## config.mk

```make
export PLATFORM = sky130hd
export DESIGN_NAME = sesg_status_top
export DESIGN_NICKNAME = d
export VERILOG_FILES = /design/src/verilog/sesg_pkg.sv /design/src/verilog/sesg_event_group.sv /design/src/verilog/sesg_sync.sv /design/src/verilog/sesg_status_top.sv
export SDC_FILE = /design/constraint.sdc
export NUM_CORES = 1
export LEC_CHECK = 0
export BUFFER_PORTS_ARGS = -buffer_cell sky130_fd_sc_hd__buf_2
export CAP_MARGIN = 20
export CELL_PAD_IN_SITES_DETAIL_PLACEMENT = 1
export CELL_PAD_IN_SITES_GLOBAL_PLACEMENT = 1
export CORE_UTILIZATION = 43
export DETAILED_ROUTE_END_ITERATION = 12
export GPL_TIMING_DRIVEN = 0
export PLACE_DENSITY_LB_ADDON = 0.1
export SKIP_CTS_REPAIR_TIMING = 1
export SYNTH_ARGS = -nofsm -noshare
export SYNTH_HDL_FRONTEND = slang
export SYNTH_SLANG_ARGS = --single-unit
```

## constraint.sdc

```tcl
create_clock -name i_sys_clk -period 1.45 [get_ports i_sys_clk]
set_input_delay 0.2175 -clock i_sys_clk [delete_from_list [all_inputs] [get_ports i_sys_clk]]
set_output_delay 0.2175 -clock i_sys_clk [all_outputs]
set_load 0.02 [all_outputs]
```

## src/verilog/sesg_pkg.sv

```systemverilog
// Function
// - Serial two bits 0-6 are board errors, no condition readback.
// - Record board errors only at power-up or self-test.
// - Serial two summary heads toward status bit zero.
// - Status reaches byte only through both enabled summaries.
// - Event register clears on query or clear-status.
// - Enable register keeps written value of used bits only; unused bits read back zero.
// - Separate readable positive and negative transition filters.
// - Serial two bits 7-15 never set.
// - Standard event bits 10-15 always read zero.
// - Summary is one when an enabled event is latched.
package sesg_pkg;
	localparam int SESG_W = 16;
	localparam logic [SESG_W-1:0] SESG_GRP2_USED_MASK = 16'h007F;
	localparam logic [SESG_W-1:0] SESG_GRP1_USED_MASK = 16'h01FF;
	localparam logic [SESG_W-1:0] SESG_STD_USED_MASK  = 16'h03FF;
	localparam logic [SESG_W-1:0] SESG_PTR_RESET      = 16'hFFFF;
	localparam logic [SESG_W-1:0] SESG_NTR_RESET      = 16'h0000;
	localparam logic [SESG_W-1:0] SESG_ENAB_RESET     = 16'h0000;
	localparam int SESG_SEL_W = 4;

	// Register selectors used by the status command decoder.
	typedef enum logic [3:0] {
		SESG_SEL_S1_EVENT,
		SESG_SEL_S1_ENABLE,
		SESG_SEL_S1_PTR,
		SESG_SEL_S1_NTR,
		SESG_SEL_S2_EVENT,
		SESG_SEL_S2_ENABLE,
		SESG_SEL_S2_PTR,
		SESG_SEL_S2_NTR,
		SESG_SEL_S2_COND,
		SESG_SEL_STD_EVENT,
		SESG_SEL_STD_ENABLE,
		SESG_SEL_COMM_ENABLE,
		SESG_SEL_HW1_ENABLE
	} sesg_sel_t;
endpackage : sesg_pkg

```

## src/verilog/sesg_event_group.sv

```systemverilog
`timescale 1ns/100ps
// One status group: transition filters, sticky event latch, enable mask and summary.
module sesg_event_group #(
	parameter int W = 16,
	parameter logic [W-1:0] USED = '1,
	parameter logic [W-1:0] PTR_RST = '1,
	parameter logic [W-1:0] NTR_RST = '0
) (
	// Clock and reset
	input  wire logic         i_sys_clk,
	input  wire logic         i_rst,
	// Condition inputs and capture gate
	input  wire logic [W-1:0] i_cond,
	input  wire logic         i_capture_en,
	// Register access
	input  wire logic [W-1:0] i_wdata,
	input  wire logic         i_wr_ptr,
	input  wire logic         i_wr_ntr,
	input  wire logic         i_wr_enable,
	input  wire logic         i_event_clear,
	// State
	output logic      [W-1:0] o_event,
	output logic      [W-1:0] o_enable,
	output logic      [W-1:0] o_ptr,
	output logic      [W-1:0] o_ntr,
	output logic              o_summary
);
	typedef struct packed {
		logic [W-1:0] prev;
		logic [W-1:0] event_q;
		logic [W-1:0] enable;
		logic [W-1:0] ptr;
		logic [W-1:0] ntr;
	} sesg_grp_t;

	sesg_grp_t st;
	sesg_grp_t next_st;
	logic [W-1:0] hit;

	always_comb begin
		next_st = st;
		hit = ((i_cond & ~st.prev & st.ptr) | (~i_cond & st.prev & st.ntr)) & USED;
		if (!i_capture_en) begin
			hit = '0;
		end
		next_st.prev = i_cond & USED;
		if (i_event_clear) begin
			next_st.event_q = hit;
		end else begin
			next_st.event_q = st.event_q | hit;
		end
		if (i_wr_enable) begin
			next_st.enable = i_wdata & USED;
		end
		if (i_wr_ptr) begin
			next_st.ptr = i_wdata & USED;
		end
		if (i_wr_ntr) begin
			next_st.ntr = i_wdata & USED;
		end
	end

	always_ff @(posedge i_sys_clk) begin
		if (i_rst) begin
			st.prev    <= '0;
			st.event_q <= '0;
			st.enable  <= '0;
			st.ptr     <= PTR_RST & USED;
			st.ntr     <= NTR_RST & USED;
		end else begin
			st <= next_st;
		end
	end

	assign o_event   = st.event_q;
	assign o_enable  = st.enable;
	assign o_ptr     = st.ptr;
	assign o_ntr     = st.ntr;
	assign o_summary = |(st.event_q & st.enable);
endmodule : sesg_event_group

```

## src/verilog/sesg_sync.sv

```systemverilog
`timescale 1ns/100ps
// Two-stage synchroniser for a bus of pin levels.
module sesg_sync #(
	parameter int W = 16
) (
	// Clock and reset
	input  wire logic         i_sys_clk,
	input  wire logic         i_rst,
	// Levels
	input  wire logic [W-1:0] i_async,
	output logic      [W-1:0] o_sync
);
	typedef struct packed {
		logic [W-1:0] s1;
		logic [W-1:0] s2;
	} sesg_sync_t;

	sesg_sync_t st;
	sesg_sync_t next_st;

	always_comb begin
		next_st.s1 = i_async;
		next_st.s2 = st.s1;
	end

	always_ff @(posedge i_sys_clk) begin
		if (i_rst) begin
			st <= '0;
		end else begin
			st <= next_st;
		end
	end

	assign o_sync = st.s2;
endmodule : sesg_sync

```

## src/verilog/sesg_status_top.sv

```systemverilog
`timescale 1ns/100ps
// Serial error status groups with their path toward status byte bit zero.
module sesg_status_top #(
	parameter int W = sesg_pkg::SESG_W
) (
	// Clock and reset
	input  wire logic                      i_sys_clk,
	input  wire logic                      i_rst,
	// Board error levels from the serial receiver chips
	input  wire logic [W-1:0]              i_grp1_err,
	input  wire logic [W-1:0]              i_grp2_err,
	// Standard event sources, one-cycle pulses
	input  wire logic [W-1:0]              i_std_event,
	// Test phases
	input  wire logic                      i_power_up_active,
	input  wire logic                      i_self_test_active,
	input  wire logic                      i_clear_status,
	// Status command port
	input  wire logic                      i_cmd_valid,
	input  wire logic                      i_cmd_write,
	input  wire logic [sesg_pkg::SESG_SEL_W-1:0] i_cmd_sel,
	input  wire logic [W-1:0]              i_cmd_wdata,
	output logic                           o_rsp_valid,
	output logic      [W-1:0]              o_rsp_data,
	// Summaries
	output logic                           o_grp1_summary,
	output logic                           o_grp2_summary,
	output logic                           o_comm_summary,
	output logic                           o_hw1_summary,
	output logic                           o_stb_bit0,
	output logic                           o_std_summary
);
	import sesg_pkg::*;

	typedef struct packed {
		logic         rsp_valid;
		logic [W-1:0] rsp_data;
		logic [W-1:0] std_event;
		logic [W-1:0] std_enable;
		logic [1:0]   comm_enable;
		logic         hw1_enable;
		logic         grp1_sum;
		logic         grp2_sum;
		logic         comm_sum;
		logic         hw1_sum;
		logic         stb0;
		logic         std_sum;
	} sesg_top_t;

	sesg_top_t st;
	sesg_top_t next_st;

	logic [W-1:0] s1_sync;
	logic [W-1:0] s2_sync;
	logic [W-1:0] s1_event, s1_enable, s1_ptr, s1_ntr;
	logic [W-1:0] s2_event, s2_enable, s2_ptr, s2_ntr;
	logic         s1_sum, s2_sum;
	logic         capture_en;
	logic         wr, rd;
	logic         s1_clr, s2_clr;

	function automatic logic sel_is(input logic [SESG_SEL_W-1:0] sel, input sesg_sel_t which);
		sel_is = (sel == SESG_SEL_W'(which));
	endfunction : sel_is

	assign wr         = i_cmd_valid && i_cmd_write;
	assign rd         = i_cmd_valid && !i_cmd_write;
	assign capture_en = i_power_up_active || i_self_test_active;
	assign s1_clr     = i_clear_status || (rd && sel_is(i_cmd_sel, SESG_SEL_S1_EVENT));
	assign s2_clr     = i_clear_status || (rd && sel_is(i_cmd_sel, SESG_SEL_S2_EVENT));

	sesg_sync #(.W(W)) u_sync1 (
		.i_sys_clk (i_sys_clk),
		.i_rst     (i_rst),
		.i_async   (i_grp1_err),
		.o_sync    (s1_sync)
	);

	sesg_sync #(.W(W)) u_sync2 (
		.i_sys_clk (i_sys_clk),
		.i_rst     (i_rst),
		.i_async   (i_grp2_err),
		.o_sync    (s2_sync)
	);

	sesg_event_group #(
		.W       (W),
		.USED    (SESG_GRP1_USED_MASK),
		.PTR_RST (SESG_PTR_RESET),
		.NTR_RST (SESG_NTR_RESET)
	) u_first_serial_error_group (
		.i_sys_clk     (i_sys_clk),
		.i_rst         (i_rst),
		.i_cond        (s1_sync),
		.i_capture_en  (capture_en),
		.i_wdata       (i_cmd_wdata),
		.i_wr_ptr      (wr && sel_is(i_cmd_sel, SESG_SEL_S1_PTR)),
		.i_wr_ntr      (wr && sel_is(i_cmd_sel, SESG_SEL_S1_NTR)),
		.i_wr_enable   (wr && sel_is(i_cmd_sel, SESG_SEL_S1_ENABLE)),
		.i_event_clear (s1_clr),
		.o_event       (s1_event),
		.o_enable      (s1_enable),
		.o_ptr         (s1_ptr),
		.o_ntr         (s1_ntr),
		.o_summary     (s1_sum)
	);

	// Bits 0 to 6 only; reserved and unused bits are masked off inside the group.
	sesg_event_group #(
		.W       (W),
		.USED    (SESG_GRP2_USED_MASK),
		.PTR_RST (SESG_PTR_RESET),
		.NTR_RST (SESG_NTR_RESET)
	) u_second_serial_error_group (
		.i_sys_clk     (i_sys_clk),
		.i_rst         (i_rst),
		.i_cond        (s2_sync),
		.i_capture_en  (capture_en),
		.i_wdata       (i_cmd_wdata),
		.i_wr_ptr      (wr && sel_is(i_cmd_sel, SESG_SEL_S2_PTR)),
		.i_wr_ntr      (wr && sel_is(i_cmd_sel, SESG_SEL_S2_NTR)),
		.i_wr_enable   (wr && sel_is(i_cmd_sel, SESG_SEL_S2_ENABLE)),
		.i_event_clear (s2_clr),
		.o_event       (s2_event),
		.o_enable      (s2_enable),
		.o_ptr         (s2_ptr),
		.o_ntr         (s2_ntr),
		.o_summary     (s2_sum)
	);

	always_comb begin
		next_st = st;
		next_st.rsp_valid = rd;
		next_st.rsp_data  = '0;
		if (rd) begin
			unique case (i_cmd_sel)
				SESG_SEL_W'(SESG_SEL_S1_EVENT):    next_st.rsp_data = s1_event;
				SESG_SEL_W'(SESG_SEL_S1_ENABLE):   next_st.rsp_data = s1_enable;
				SESG_SEL_W'(SESG_SEL_S1_PTR):      next_st.rsp_data = s1_ptr;
				SESG_SEL_W'(SESG_SEL_S1_NTR):      next_st.rsp_data = s1_ntr;
				SESG_SEL_W'(SESG_SEL_S2_EVENT):    next_st.rsp_data = s2_event;
				SESG_SEL_W'(SESG_SEL_S2_ENABLE):   next_st.rsp_data = s2_enable;
				SESG_SEL_W'(SESG_SEL_S2_PTR):      next_st.rsp_data = s2_ptr;
				SESG_SEL_W'(SESG_SEL_S2_NTR):      next_st.rsp_data = s2_ntr;
				// No condition register exists for these board errors, so it reads zero.
				SESG_SEL_W'(SESG_SEL_S2_COND):     next_st.rsp_data = '0;
				SESG_SEL_W'(SESG_SEL_STD_EVENT):   next_st.rsp_data = st.std_event & SESG_STD_USED_MASK;
				SESG_SEL_W'(SESG_SEL_STD_ENABLE):  next_st.rsp_data = st.std_enable;
				SESG_SEL_W'(SESG_SEL_COMM_ENABLE): next_st.rsp_data = W'(st.comm_enable);
				SESG_SEL_W'(SESG_SEL_HW1_ENABLE):  next_st.rsp_data = W'(st.hw1_enable);
				default:                           next_st.rsp_data = '0;
			endcase
		end
		// A source pulse in the same cycle as a clear is kept.
		if (i_clear_status || (rd && sel_is(i_cmd_sel, SESG_SEL_STD_EVENT))) begin
			next_st.std_event = i_std_event & SESG_STD_USED_MASK;
		end else begin
			next_st.std_event = (st.std_event | i_std_event) & SESG_STD_USED_MASK;
		end
		if (wr && sel_is(i_cmd_sel, SESG_SEL_STD_ENABLE)) begin
			next_st.std_enable = i_cmd_wdata & SESG_STD_USED_MASK;
		end
		if (wr && sel_is(i_cmd_sel, SESG_SEL_COMM_ENABLE)) begin
			next_st.comm_enable = i_cmd_wdata[1:0];
		end
		if (wr && sel_is(i_cmd_sel, SESG_SEL_HW1_ENABLE)) begin
			next_st.hw1_enable = i_cmd_wdata[0];
		end
		next_st.grp1_sum = s1_sum;
		next_st.grp2_sum = s2_sum;
		// Summaries chain from the serial groups through communication and hardware one.
		next_st.comm_sum = |({s2_sum, s1_sum} & st.comm_enable);
		next_st.hw1_sum  = next_st.comm_sum && st.hw1_enable;
		next_st.stb0     = next_st.hw1_sum;
		next_st.std_sum  = |(st.std_event & st.std_enable);
	end

	always_ff @(posedge i_sys_clk) begin
		if (i_rst) begin
			st <= '0;
		end else begin
			st <= next_st;
		end
	end

	assign o_rsp_valid    = st.rsp_valid;
	assign o_rsp_data     = st.rsp_data;
	assign o_grp1_summary = st.grp1_sum;
	assign o_grp2_summary = st.grp2_sum;
	assign o_comm_summary = st.comm_sum;
	assign o_hw1_summary  = st.hw1_sum;
	assign o_stb_bit0     = st.stb0;
	assign o_std_summary  = st.std_sum;
endmodule : sesg_status_top

```

After elaboration in Yosys (flattened, before gate mapping)
Cells that the tools add are included.
- equality and inequality tests: 11
- shifts and indexed selects: 0
- div/mod/pow operators: 0
- bitwise operators: 22
- multipliers: 0
- muxes and demuxes: 6
- add/subtract/negate cells: 0
- magnitude comparators: 0
- reduce and logical (&&, ||, !) cells: 26
- operators with widths (cell ; count):
    $pmux 16 s12 ; 1
    $reduce_or 16->1 ; 3
    $and 9x9->9 ; 4
    $mux 16 ; 2
    $or 16x16->16 ; 2
    $and 7x7->7 ; 4
    $not 9->9 ; 2
    $and 16x7->16 ; 1
    $and 16x9->16 ; 1
    $eq 4x3->1 const B ; 4
    $eq 4x4->1 const B ; 4
    $logic_and 1x1->1 ; 15
    $not 7->7 ; 2
    $and 10x10->10 ; 1
    $mux 10 ; 1
    $or 10x10->10 ; 1
    $mux 9 ; 1
    $or 9x9->9 ; 1
    $eq 4x2->1 const B ; 2
    $mux 7 ; 1
    $or 7x7->7 ; 1
    $eq 4x1->1 const B ; 1
    $logic_not 4->1 ; 1
    $logic_or 1x1->1 ; 4
    other kinds (4) ; 5
- memories: 0
- latch bits: 0
- input bits: 75
- memory bits (writable): 0
- output and inout port bits: 23
- logic and storage cells: 90
- ROM bits: 0
- bits in registers: 173

Depth between registers and ports, before layout
Gate-level depths: netlist (run 1).
- depth in word-level cells: 7
- mapped depth: 7
- gate-level depth less buffers: 4

Hierarchy
Synthesis (run 1) repeated with hierarchy kept, for this count alone.
- cells, all modules: 866
- area, all modules: 8732.1 um2
- modules (own cells, without submodules) (module ; cells each ; seq. area each (um2) ; instances ; area each (um2)):
    sesg_status_top ; 302 ; 900.9 ; 1 ; 2921.6
    sesg_event_group (u_first_serial_error_group) ; 234 ; 900.9 ; 1 ; 2233.4
    sesg_event_group (u_second_serial_error_group) ; 196 ; 700.7 ; 1 ; 1850.5
    sesg_sync ; 67 ; 640.6 ; 2 ; 863.3

Worst setup path before layout (run 1)
Ideal clock, no wire load.
- path kind: input to register
- start: input port i_cmd_sel[2] (netlist name)
- end: register st, in the netlist o_rsp_data[4]
- required time: 1335 ps
- buffers on the path: 2
- cell stages on the path: 6
- arrival: 1212 ps
- library setup time: 115 ps
- setup slack: 123 ps
- cell sequence: buf_6 -> buf_6 -> mux2_4 -> a221oi_2 -> nor3_1 -> o21ba_1
- longest elaborated chain between the ends: 2
- elaborated cells on any way between the ends: 13
- those cells by class: 11 x eq/ne; 1 x mux; 1 x reduce/logical
- RTL lines (element ; RTL line ; text):
    start, declared ; sesg_status_top.sv:21 ; input wire logic [sesg_pkg::SESG_SEL_W-1:0] i_cmd_sel,
    $eq 4x4->1, or another cell as far along ; sesg_status_top.sv:136 ; unique case (i_cmd_sel)
    $pmux 16 s12 * ; sesg_status_top.sv:136 ;
    end signal, assigned ; sesg_status_top.sv:182 ; st <= next_st;
    end, declared ; sesg_status_top.sv:50 ; sesg_top_t st;
Mark *: on every way between the ends. The rest lies on a longest branch, timed or not.
A chain may end at the register's enable or synchronous reset.

Worst setup path in the final report (run 1)
- start: register u_first_serial_error_group.st, in the netlist u_first_serial_error_group.o_enable[7]
- end: register st, in the netlist o_stb_bit0
- longest elaborated chain between the ends: 5
- RTL lines (element ; RTL line ; text):
    start, declared ; sesg_event_group.sv:36 ; sesg_grp_t st;
    start signal, assigned ; sesg_event_group.sv:71 ; st <= next_st;
    $and 16x9->16 ; sesg_event_group.sv:79 ; assign o_summary = |(st.event_q & st.enable);
    $reduce_or 16->1 ; sesg_event_group.sv:79 ;
    $and 2x2->2 ; sesg_status_top.sv:172 ; next_st.comm_sum = |({s2_sum, s1_sum} & st.comm_enable);
    $reduce_or 2->1 ; sesg_status_top.sv:172 ;
    $logic_and 1x1->1 ; sesg_status_top.sv:173 ; next_st.hw1_sum = next_st.comm_sum && st.hw1_enable;
No other way between the ends.

==> results of run 1 <==
metrics by stage:
step                      util (%)  setup TNS (ns)
final                         52.9          -0.112
after global routing          52.9         -0.0836
after CTS                     52.6          -0.202
after detailed placement      48.5          -16.70
after global placement        48.5          -15.25
after floorplan                  -               0
cells in the final DEF (no fill, tap or decap), types with 5 or more instances in the layout:
cell / instances
sky130_fd_sc_hd__dfxtp_1: 147
sky130_fd_sc_hd__nor2_1: 71
sky130_fd_sc_hd__buf_2: 66
sky130_fd_sc_hd__nand2_1: 61
sky130_fd_sc_hd__nor2b_1: 54
sky130_fd_sc_hd__mux2i_1: 41
sky130_fd_sc_hd__nand3b_1: 33
sky130_fd_sc_hd__buf_4: 28
sky130_fd_sc_hd__o21ai_0: 27
sky130_fd_sc_hd__a22oi_1: 25
sky130_fd_sc_hd__a21oi_1: 22
sky130_fd_sc_hd__clkbuf_1: 17
sky130_fd_sc_hd__clkbuf_16: 17
sky130_fd_sc_hd__a221oi_1: 8
sky130_fd_sc_hd__a31oi_1: 6
sky130_fd_sc_hd__conb_1: 6
sky130_fd_sc_hd__buf_6: 5
sky130_fd_sc_hd__nor3_1: 5
sky130_fd_sc_hd__nand2b_1: 5
sky130_fd_sc_hd__and3_1: 5
sky130_fd_sc_hd__a22o_1: 5
worst register-to-register path: stages, from the launching register on:
cell and delay (ns):
sky130_fd_sc_hd__dfxtp_2 0.33, sky130_fd_sc_hd__a222oi_1 0.43, sky130_fd_sc_hd__a41oi_2 0.29, sky130_fd_sc_hd__a22o_1 0.29
sky130_fd_sc_hd__and2_1 0.13
worst paths after layout:
check / startpoint / to / slack (ns)
setup / recovery: u_first_serial_error_group.o_enable[7] / o_stb_bit0 / -0.11
hold / removal: i_grp1_err[0] / u_sync1.next_st[0] / -0.008
setup reg to reg: u_first_serial_error_group.o_enable[7] / o_stb_bit0 / -0.11
hold reg to reg: u_sync2.next_st[2] / u_sync2.o_sync[2] / 0.44
logic make-up after synthesis:
family                 share of synthesized area (%)
AND/OR/NAND/NOR                                 22.1
flip-flops                                      48.2
AO/OA/AOI/OAI                                   14.3
buffers and inverters                           6.12
multiplexers                                    9.11
XOR/XNOR                                       0.140
other                                         0.0598
layout make-up:
type / instances / area, um^2 / share of cell area, %
Buffer: 58 / 367 / 4.94
Clock buffer: 21 / 480 / 6.47
Clock inverter: 11 / 87.6 / 1.18
Inverter: 5 / 18.8 / 0.253
Multi-Input combinational cell: 446 / 2900 / 39.1
Sequential cell: 151 / 3030 / 40.8
Tap cell: 180 / 225 / 3.03
Timing Repair Buffer: 61 / 313 / 4.21
where the power goes:
part | total (W) | internal, W | leakage (nW) | switching (W)
Clock | 0.00423 | 0.00239 | 0.269 | 0.00184
Combinational | 0.000726 | 0.000270 | 1.47 | 0.000456
Sequential | 0.00434 | 0.00426 | 1.23 | 0.0000819
Total | 0.00930 | 0.00692 | 2.97 | 0.00238
flip-flops by register name (all words and copies together), names as in the netlist, 9 cells and up:
register / count
u_sync1.next_st: 9
st: 23
u_first_serial_error_group.o_ntr: 9
u_first_serial_error_group.o_enable: 9
u_first_serial_error_group.st: 9
o_rsp_data: 10
u_first_serial_error_group.o_event: 9
u_first_serial_error_group.o_ptr: 9
u_sync1.o_sync: 9
routing by layer:
layer	vias to the layer above	routed length [um]
li1	2443	-
met1	2635	9190
met2	185	10200
met3	50	1050
met4	0	865
met5	-	0
Yosys cell counts, types with 6 or more instances:
master / count / area (um^2)
sky130_fd_sc_hd__a21oi_1: 23 / 115
sky130_fd_sc_hd__a221oi_1: 9 / 78.8
sky130_fd_sc_hd__a22oi_1: 25 / 188
sky130_fd_sc_hd__a31oi_1: 6 / 37.5
sky130_fd_sc_hd__buf_2: 7 / 35.0
sky130_fd_sc_hd__buf_4: 27 / 203
sky130_fd_sc_hd__clkbuf_1: 18 / 67.6
sky130_fd_sc_hd__dfxtp_1: 151 / 3020
sky130_fd_sc_hd__mux2i_1: 41 / 410
sky130_fd_sc_hd__nand2_1: 61 / 229
sky130_fd_sc_hd__nand3b_1: 33 / 248
sky130_fd_sc_hd__nor2_1: 71 / 267
sky130_fd_sc_hd__nor2b_1: 54 / 338
sky130_fd_sc_hd__o21ai_0: 27 / 135
==> results_tabular.tex, run 1 <==
\begin{tabular}{lr}
\hline
Metric & Value \\
\hline
\multicolumn{2}{l}{\textbf{Drt}} \\
Router iterations before antenna repair & 5 \\
Residual antenna-violating net count after detailed routing & 0 \\
DRC marker count from the first detailed-route iteration & 307 \\
WL final & 21300 um \\
Mean routed wirelength per cell & 22.8 um \\
Total number of vias & 5313 \\
Total DRC errors in the routed layout & 0 \\
Via/cell ratio & 5.69 \\
\multicolumn{2}{l}{\textbf{Critical path}} \\
Crit path arrival time & 1.88 ns \\
Biggest cell delay along the critical path & 0.43 ns \\
Sum of buffers and inverters on the critical path & 0 \\
Top delay family on crit path & compound AO/OA/AOI/OAI gates \\
Startpoint type of the worst setup path & register \\
Critical-path top delay cell & sky130\_fd\_sc\_hd\_\_a222oi\_1 \\
Cells along the critical path & a222oi\_1, a41oi\_2, a22o\_1, and2\_1 \\
Number of cells on the critical path & 4 \\
Top fanout value on the critical path & 3 \\
Req. time, crit path & 1.77 ns \\
Worst Reg-to-Reg Cells & 4 \\
Crit end category & register \\
Critical setup path kind & reg2reg \\
\multicolumn{2}{l}{\textbf{Clocking}} \\
Number of sinks handled by clock tree synthesis & 151 \\
CTS tree & built \\
Num CTS Buffers & 17 \\
CTS Buffer Depth & 2 \\
Clock-pin slew on the worst setup and hold paths & 0.06 ns \\
Cell at the root of the clock tree & sky130\_fd\_sc\_hd\_\_clkbuf\_16 \\
H-Tree Depth & 4 \\
Source-to-sink clock delay at the later pin of the worst-skew pair & 0.43 ns \\
\multicolumn{2}{l}{\textbf{Yosys}} \\
EDFF count, synth & 0 \\
Share of flip-flops with an asynchronous set or reset after synthesis & 0\% \\
Post-synthesis instance area & 0.00627 mm\^{}2 \\
Synthesized instance count & 655 \\
Post-synth cell types & 64 \\
Part of the Yosys area used for sequential elements & 48.2\% \\
Most frequently used flop master after synthesis & sky130\_fd\_sc\_hd\_\_dfxtp\_1 \\
Average cell area after synthesis & 9.58 um\^{}2 \\
Total of warnings raised by yosys & 0 \\
Flip-flop and latch count after synthesis & 151 \\
\multicolumn{2}{l}{\textbf{Floorplan}} \\
Die height & 123 um \\
Count of standard-cell rows & 43 \\
Std-Cell Core Area & 0.0140 mm\^{}2 \\
Starting utilization of the core area & 44.7\% \\
Die width & 123 um \\
I/O pins & 98 \\
Total die area & 0.0151 mm\^{}2 \\
\multicolumn{2}{l}{\textbf{Global routing}} \\
Grt ovf & 0 \\
Global routing usage summed across all routing layers & 30.0\% \\
Met3 Resource Use GR & 5.20\% \\
Wire length of the first global-routing pass & 32100 um \\
Global routing usage on met1 & 36.3\% \\
Pin count of the biggest net entering global routing & 17 \\
Number of global-route vias before repair & 5436 \\
Initial antenna violation count & 0 \\
Global-route met2 utilization & 50.7\% \\
Global route hottest layer & met2 \\
\multicolumn{2}{l}{\textbf{Cells and area}} \\
Non-filler cells in the finished layout & 933 \\
Number of nets at the end of the flow & 815 \\
Layout Area Growth over Synthesis & 18.3\% \\
Area of all placed cells without fillers & 0.00742 mm\^{}2 \\
Diodes inserted & 0 \\
Number of fill cells in the layout & 1592 \\
Fraction of final layout cells with drive strength greater than 1 & 22.0\% \\
\multicolumn{2}{l}{\textbf{Timing}} \\
Max-slew violation total from the final report & 0 \\
Shortest period the worst path allows & 1.56 ns \\
Number of setup violations in the final report & 1 \\
Final hold slack & -0.00767 ns \\
Transition time at the pin with the least slew margin & 0.826 ns \\
Period Utilization, post-route & 108\% \\
Max Freq & 640 MHz \\
RSZ-0062 raised after global routing & true \\
Worst Setup Slack, final & -0.112 ns \\
Clk\_skew & 0.00749 ns \\
Worst rel slew slack & 45.0\% \\
Number of failing hold endpoints at the final stage & 6 \\
\multicolumn{2}{l}{\textbf{Place}} \\
DP Cell Count & 899 \\
Post-placement cell area & 0.00681 mm\^{}2 \\
Routability congestion estimate from global placement & 0.925 \\
Buffers on Ports & 59 \\
DPL Wire Length & 15500 um \\
Worst slack after detailed placement & -0.391 ns \\
\multicolumn{2}{l}{\textbf{Run}} \\
Max capacitance violation total & 0 \\
\multicolumn{2}{l}{\textbf{Status}} \\
Result of the run & finished with violations \\
Failing checks & hold timing, setup timing \\
\multicolumn{2}{l}{\textbf{Pwr}} \\
Power Total & 0.00930 W \\
Static leakage power & 2.97 nW \\
Peak supply drop & 947 uV \\
Total power density per cell area & 1250 mW/mm\^{}2 \\
\multicolumn{2}{l}{\textbf{Worst hold path}} \\
Class of the most critical hold timing path & in2reg \\
Number of cells on the worst hold path & 2 \\
\hline
\end{tabular}
No activity file was read; power rests on OpenSTA's default activity.
==> inputs of run 2 (changes only) <==
Settings changed: CELL_PAD_IN_SITES_DETAIL_PLACEMENT 1 to 0, CELL_PAD_IN_SITES_GLOBAL_PLACEMENT 1 to 2, CORE_UTILIZATION 43 to 35.
==> run 2 against run 1 <==
Compared with the run above:
- the flow still finishes with violations (hold timing, setup timing)
- critical endpoint unchanged
- register-to-register slack improved by 0.06 ns
- largest cell class unchanged
- die area rose by 22%
- worst setup slack improved by 0.056 ns
- core utilization fell by 9.5 points
- final area rose by 1.7%
- critical path depth did not move
- flip-flop and latch count did not move
==> results_tabular.tex, run 2 (synthesized netlist as in run 1, its figures left out) <==
\begin{tabular}{lr}
\hline
Metric & Value \\
\hline
\multicolumn{2}{l}{\textbf{Status}} \\
Result of the run & finished with violations \\
Failing checks & hold timing, setup timing \\
\multicolumn{2}{l}{\textbf{Pwr}} \\
Total power density per cell area & 1250 mW/mm\^{}2 (-0.51\%) \\
Power share of the sequential group & 46.1\% (-0.6 points) \\
Cell Int Power & 0.00712 W (+2.9\%) \\
NetSw & 0.00228 W (-4.0\%) \\
Power Total & 0.00940 W (+1.1\%) \\
Logic pwr share & 7.8\% (about the same) \\
Peak supply drop & 809 uV (-15\%) \\
Static leakage power & 3.00 nW (+1.1\%) \\
Net switching share of the total power & 24.3\% (-1.3 points) \\
Clock Power Share & 46.1\% (+0.6 points) \\
\multicolumn{2}{l}{\textbf{Floorplan}} \\
I/O pins & 98 (unchanged) \\
Std-Cell Core Area & 0.0174 mm\^{}2 (+24\%) \\
Die height & 136 um (+11\%) \\
Count of standard-cell rows & 48 (+12\%) \\
Die width & 136 um (+11\%) \\
Total die area & 0.0185 mm\^{}2 (+22\%) \\
Starting utilization of the core area & 36.0\% (-8.7 points) \\
\multicolumn{2}{l}{\textbf{Place}} \\
DP Cell Count & 944 (+5.0\%) \\
Routability congestion estimate from global placement & 0.885 (-4.3\%) \\
DPL Wire Length & 15500 um (-0.18\%) \\
Buffers on Ports & 59 (unchanged) \\
Worst slack after detailed placement & -0.404 ns (-0.0131 ns) \\
\multicolumn{2}{l}{\textbf{Global routing}} \\
Number of global-route vias before repair & 4817 (-11\%) \\
Pin count of the biggest net entering global routing & 17 (unchanged) \\
Initial antenna violation count & 0 (unchanged) \\
Grt ovf & 0 (unchanged) \\
Global routing usage summed across all routing layers & 23.6\% (-6.4 points) \\
Wire length of the first global-routing pass & 30700 um (-4.3\%) \\
\multicolumn{2}{l}{\textbf{Worst hold path}} \\
Class of the most critical hold timing path & in2reg \\
\multicolumn{2}{l}{\textbf{Cells and area}} \\
Fraction of final layout cells with drive strength greater than 1 & 20.9\% (-1.1 points) \\
Number of fill cells in the layout & 1757 (+10\%) \\
Number of nets at the end of the flow & 822 (+0.86\%) \\
Number of flip-flops under the largest register name & 23 (unchanged) \\
Commonest cells after routing, fill and taps aside & sky130\_fd\_sc\_hd\_\_dfxtp\_1 (149), sky130\_fd\_sc\_hd\_\_nor2\_1 (71), sky130\_fd\_sc\_hd\_\_buf\_2 (66) \\
Most frequent standard cell in the layout excluding fill and tap cells & sky130\_fd\_sc\_hd\_\_dfxtp\_1 \\
Non-filler cells in the finished layout & 984 (+5.5\%) \\
Register containing the most flip-flops in the final layout & st \\
Layout Area Growth over Synthesis & 20.3\% \\
Diodes inserted & 0 (unchanged) \\
Register Area & 0.00303 mm\^{}2 (about the same) \\
Area of the multi-input gates & 0.00290 mm\^{}2 (-0.13\%) \\
\multicolumn{2}{l}{\textbf{Clocking}} \\
Clock-pin slew on the worst setup and hold paths & 0.06 ns (about the same) \\
H-Tree Depth & 4 (unchanged) \\
Num CTS Buffers & 17 (unchanged) \\
Source-to-sink clock delay at the later pin of the worst-skew pair & 0.43 ns (about the same) \\
CTS tree & built \\
Number of sinks handled by clock tree synthesis & 151 (unchanged) \\
CTS Buffer Depth & 2 (unchanged) \\
Cell at the root of the clock tree & sky130\_fd\_sc\_hd\_\_clkbuf\_16 \\
\multicolumn{2}{l}{\textbf{Timing}} \\
Worst rel slew slack & 50.2\% (+5.3 points) \\
Period Utilization, post-route & 104\% (-3.8 points) \\
Max Freq & 664 MHz (+3.7\%) \\
Shortest period the worst path allows & 1.51 ns (-0.0555 ns) \\
Final hold slack & -0.00235 ns (+0.00532 ns) \\
Max-slew violation total from the final report & 0 (unchanged) \\
Number of failing hold endpoints at the final stage & 4 (-2) \\
Transition time at the pin with the least slew margin & 0.747 ns (-0.0788 ns) \\
Clk\_skew & 0.00968 ns (+0.00219 ns) \\
Post-route setup TNS & -0.0567 ns (+0.0555 ns) \\
Number of setup violations in the final report & 1 (unchanged) \\
RSZ-0062 raised after global routing & true \\
Worst Setup Slack, final & -0.0567 ns (+0.0555 ns) \\
\multicolumn{2}{l}{\textbf{Critical path}} \\
Crit end category & register \\
Startpoint type of the worst setup path & register \\
Crit path arrival time & 1.82 ns (-0.06 ns) \\
Req. time, crit path & 1.77 ns (about the same) \\
Critical setup path kind & reg2reg \\
Top fanout value on the critical path & 3 (unchanged) \\
\multicolumn{2}{l}{\textbf{Run}} \\
Max capacitance violation total & 0 (unchanged) \\
\multicolumn{2}{l}{\textbf{Drt}} \\
Residual antenna-violating net count after detailed routing & 0 (unchanged) \\
Via/cell ratio & 5.30 (-6.9\%) \\
DRC marker count from the first detailed-route iteration & 421 (+37\%) \\
Total DRC errors in the routed layout & 0 (unchanged) \\
Mean routed wirelength per cell & 21.3 um (-6.6\%) \\
Total number of vias & 5219 (-1.8\%) \\
WL final & 21000 um (-1.5\%) \\
Router iterations before antenna repair & 5 (unchanged) \\
\hline
\end{tabular}
[run 2: cell types whose count changed in the layout (fill, tap and decap cells not counted), moves of 2 or more]
cell                            delta
sky130_fd_sc_hd__bufinv_16         +2
sky130_fd_sc_hd__clkbuf_1          +3
sky130_fd_sc_hd__clkbuf_8          -3
sky130_fd_sc_hd__clkinvlp_4        -2
sky130_fd_sc_hd__dfxtp_1           +2
sky130_fd_sc_hd__dfxtp_2           -2
sky130_fd_sc_hd__dlygate4sd3_1     +7
[run 2: routing by layer]
metal	wire, um	GRT usage, %	vias to the layer above
met5	0	0	-
met4	575	9.63	0
met3	1190	4.96	27
met2	9710	37.8	218
met1	9510	30.8	2510
li1	-	-	2464
[run 2: power by group through the flow]
| stage | clock network (W) | registers, W | logic (W) |
|---|---|---|---|
| 3_3_place_gp | 0 | 0.00442 | 0.000711 |
| 3_5_place_dp | 0 | 0.00443 | 0.000714 |
| 2_1_floorplan | 0 | 0.00439 | 0.000439 |
| 5_1_grt | 0.00462 | 0.00434 | 0.000787 |
| 4_1_cts | 0.00444 | 0.00433 | 0.000716 |
| 6_report | 0.00433 | 0.00434 | 0.000734 |
[run 2: area by class of cell]
cell class	count	area share (%)
sequential	151	40.1
multi-input combinational	446	38.4
clock buffer	21	5.97
timing repair buffer	68	5.07
buffer	58	4.86
tap	225	3.73
clock inverter	10	1.59
inverter	5	0.249
[run 2: critical path, cell delays in order (launching register included)]
cell and delay (ns):
sky130_fd_sc_hd__dfxtp_2 0.35, sky130_fd_sc_hd__a222oi_1 0.39, sky130_fd_sc_hd__a41oi_2 0.26, sky130_fd_sc_hd__a22o_1 0.27, sky130_fd_sc_hd__and2_1 0.14
[run 2: per-stage QoR]
| stage | hold slack [ns] | area (um^2) | utilization (%) |
|---|---|---|---|
| after floorplan | 0.299 | 6290 | - |
| after global placement | 0.416 | 6870 | 39.4 |
| after detailed placement | 0.424 | 6870 | 39.4 |
| after CTS | -0.0200 | 7440 | 42.7 |
| after global routing | 0.000249 | 7540 | 43.3 |
| final | -0.00235 | 7540 | 43.3 |
[run 2: path summary, 6_finish.rpt]
path,from,endpoint,slack [ns],cells after the start
setup / recovery,u_first_serial_error_group.o_event[7],o_stb_bit0,-0.06,4
hold / removal,i_grp1_err[3],u_sync1.next_st[3],-0.002,2
setup reg to reg,u_first_serial_error_group.o_event[7],o_stb_bit0,-0.06,4
hold reg to reg,u_sync1.next_st[2],u_sync1.o_sync[2],0.44,1
==> inputs of run 3 (changes only) <==
==> constraint.sdc (replaced) <==
create_clock -name i_sys_clk -period 1.45 [get_ports i_sys_clk]
set_input_delay 0 -clock i_sys_clk [delete_from_list [all_inputs] [get_ports i_sys_clk]]
set_output_delay 0 -clock i_sys_clk [all_outputs]
set_load 0.02 [all_outputs]
==> run 3 against run 2 <==
Compared with the run above:
- the flow finishes with violations (setup timing)
- register-to-register slack worse by 0.03 ns
- clock skew decreased by 0.00056 ns
- combinational power rose by 8.2%
- flip-flop and latch count unchanged
- core utilization up 1.6 points
- first-iteration DRC count is 0.24% lower
- critical path type unchanged
==> results_tabular.tex, run 3 (synthesized netlist as in run 1, its figures left out) <==
\begin{tabular}{lr}
\hline
Metric & Value \\
\hline
\multicolumn{2}{l}{\textbf{Pwr}} \\
Peak supply drop & 822 uV (+1.6\%) \\
Cell Int Power & 0.00717 W (+0.67\%) \\
Total power density per cell area & 1210 mW/mm\^{}2 (-2.9\%) \\
Logic pwr share & 8.4\% (+0.6 points) \\
Clock Power Share & 45.8\% (-0.3 points) \\
NetSw & 0.00230 W (+0.93\%) \\
Power share of the sequential group & 45.8\% (-0.3 points) \\
Net switching share of the total power & 24.3\% (+0.046 points) \\
Static leakage power & 3.12 nW (+3.8\%) \\
\multicolumn{2}{l}{\textbf{Floorplan}} \\
Die height & 136 um (unchanged) \\
Std-Cell Core Area & 0.0174 mm\^{}2 (unchanged) \\
Starting utilization of the core area & 36.0\% (unchanged) \\
Total die area & 0.0185 mm\^{}2 (unchanged) \\
Die width & 136 um (unchanged) \\
Count of standard-cell rows & 48 (unchanged) \\
I/O pins & 98 (unchanged) \\
\multicolumn{2}{l}{\textbf{Cells and area}} \\
Commonest cells after routing, fill and taps aside & sky130\_fd\_sc\_hd\_\_dfxtp\_1 (149), sky130\_fd\_sc\_hd\_\_nor2\_1 (71), sky130\_fd\_sc\_hd\_\_buf\_2 (66) \\
Register containing the most flip-flops in the final layout & st \\
Number of flip-flops under the largest register name & 23 (unchanged) \\
Non-filler cells in the finished layout & 1012 (+2.8\%) \\
Area of all placed cells without fillers & 0.00782 mm\^{}2 (+3.7\%) \\
Number of nets at the end of the flow & 850 (+3.4\%) \\
Most frequent standard cell in the layout excluding fill and tap cells & sky130\_fd\_sc\_hd\_\_dfxtp\_1 \\
Number of fill cells in the layout & 1742 (-0.85\%) \\
Diodes inserted & 0 (unchanged) \\
Layout Area Growth over Synthesis & 24.7\% \\
Utilization after layout & 44.9\% (+1.6 points) \\
Fraction of final layout cells with drive strength greater than 1 & 20.1\% (-0.87 points) \\
\multicolumn{2}{l}{\textbf{Critical path}} \\
Crit path arrival time & 1.85 ns (+0.03 ns) \\
Crit end category & register \\
Startpoint type of the worst setup path & register \\
Req. time, crit path & 1.77 ns (about the same) \\
Top fanout value on the critical path & 3 (unchanged) \\
Critical setup path kind & reg2reg \\
\multicolumn{2}{l}{\textbf{Drt}} \\
Via/cell ratio & 5.26 (-0.90\%) \\
Mean routed wirelength per cell & 21.0 um (-1.7\%) \\
Total number of vias & 5319 (+1.9\%) \\
DRC marker count from the first detailed-route iteration & 420 (-0.24\%) \\
Router iterations before antenna repair & 5 (unchanged) \\
WL final & 21200 um (+1.1\%) \\
Residual antenna-violating net count after detailed routing & 0 (unchanged) \\
Total DRC errors in the routed layout & 0 (unchanged) \\
\multicolumn{2}{l}{\textbf{Timing}} \\
Period Utilization, post-route & 106\% (+1.9 points) \\
Worst rel slew slack & 49.5\% (-0.70 points) \\
Number of setup violations in the final report & 1 (unchanged) \\
Post-route setup TNS & -0.0840 ns (-0.0273 ns) \\
RSZ-0062 raised after global routing & true \\
Max Freq & 652 MHz (-1.8\%) \\
Clk\_skew & 0.00912 ns (-0.000556 ns) \\
Transition time at the pin with the least slew margin & 0.757 ns (+0.0105 ns) \\
Shortest period the worst path allows & 1.53 ns (+0.0273 ns) \\
Worst Setup Slack, final & -0.0840 ns (-0.0273 ns) \\
Number of failing hold endpoints at the final stage & 0 (-4) \\
Max-slew violation total from the final report & 0 (unchanged) \\
\multicolumn{2}{l}{\textbf{Global routing}} \\
Number of global-route vias before repair & 4817 (unchanged) \\
Global routing usage summed across all routing layers & 23.6\% (unchanged) \\
Global-route met2 utilization & 37.8\% (unchanged) \\
Initial antenna violation count & 0 (unchanged) \\
Grt ovf & 0 (unchanged) \\
Global route hottest layer & met2 \\
Global routing usage on met1 & 30.8\% (unchanged) \\
Met3 Resource Use GR & 4.96\% (unchanged) \\
Pin count of the biggest net entering global routing & 17 (unchanged) \\
Wire length of the first global-routing pass & 30700 um (unchanged) \\
\multicolumn{2}{l}{\textbf{Place}} \\
Routability congestion estimate from global placement & 0.885 (unchanged) \\
Buffers on Ports & 59 (unchanged) \\
DP Cell Count & 944 (unchanged) \\
Post-placement cell area & 0.00687 mm\^{}2 (unchanged) \\
DPL Wire Length & 15500 um (unchanged) \\
\multicolumn{2}{l}{\textbf{Clocking}} \\
CTS Buffer Depth & 2 (unchanged) \\
Number of sinks handled by clock tree synthesis & 151 (unchanged) \\
H-Tree Depth & 4 (unchanged) \\
Cell at the root of the clock tree & sky130\_fd\_sc\_hd\_\_clkbuf\_16 \\
Clock-pin slew on the worst setup and hold paths & 0.06 ns (about the same) \\
Source-to-sink clock delay at the later pin of the worst-skew pair & 0.43 ns (about the same) \\
CTS tree & built \\
Num CTS Buffers & 17 (unchanged) \\
\multicolumn{2}{l}{\textbf{Run}} \\
Max capacitance violation total & 0 (unchanged) \\
\multicolumn{2}{l}{\textbf{Status}} \\
Result of the run & finished with violations \\
Failing checks & setup timing \\
\multicolumn{2}{l}{\textbf{Worst hold path}} \\
Class of the most critical hold timing path & in2reg \\
\hline
\end{tabular}
## run 3: cell count changes in the layout (fill, tap and decap cells not counted), sizes merged
| cell | change |
|---|---|
| dlygate4sd3 | +28 |
## run 3: per-stage QoR
step | hold WS, ns | worst slack, ns | power, W
after detailed placement | 0.211 | -0.187 | 0.00514
after CTS | -0.238 | -0.181 | 0.00949
after global routing | 0.0546 | -0.0915 | 0.00981
after floorplan | 0.0812 | 0.186 | 0.00483
after global placement | 0.204 | -0.168 | 0.00513
final | 0.0503 | -0.0840 | 0.00947
## run 3: cell type report
cell class	count	area [um^2]	share of cell area, %
sequential	151	3030	38.7
multi-input combinational	446	2900	37.1
timing repair buffer	96	663	8.48
clock buffer	21	450	5.76
buffer	58	365	4.67
tap	225	282	3.60
clock inverter	10	120	1.54
inverter	5	18.8	0.240
## run 3: critical path, stage by stage (launching register included)
cell	delay (ns)
sky130_fd_sc_hd__dfxtp_2	0.35
sky130_fd_sc_hd__a222oi_1	0.39
sky130_fd_sc_hd__a41oi_2	0.28
sky130_fd_sc_hd__a22o_1	0.28
sky130_fd_sc_hd__and2_1	0.14
## run 3: worst paths after layout
kind / startpoint / end / slack (ns) / cells after the start
hold / removal: i_cmd_write / o_rsp_valid / 0.05 / 3
setup reg to reg: u_first_serial_error_group.o_event[7] / o_stb_bit0 / -0.08 / 4
hold reg to reg: u_sync1.next_st[2] / u_sync1.o_sync[2] / 0.44 / 1
setup / recovery: u_first_serial_error_group.o_event[7] / o_stb_bit0 / -0.08 / 4
## run 3: per-layer routing
layer,vias to the layer above,wire length (um)
met5,-,0
met4,0,612
met3,34,1260
met2,222,9790
met1,2545,9570
li1,2518,-
## run 3: power groups by stage
stage               Combinational [W]  Sequential, W  Clock, W
global placement             0.000711        0.00442         0
detailed placement           0.000714        0.00443         0
CTS                          0.000716        0.00433   0.00444
finish                       0.000794        0.00434   0.00434
floorplan                    0.000439        0.00439         0
global route                 0.000851        0.00434   0.00462
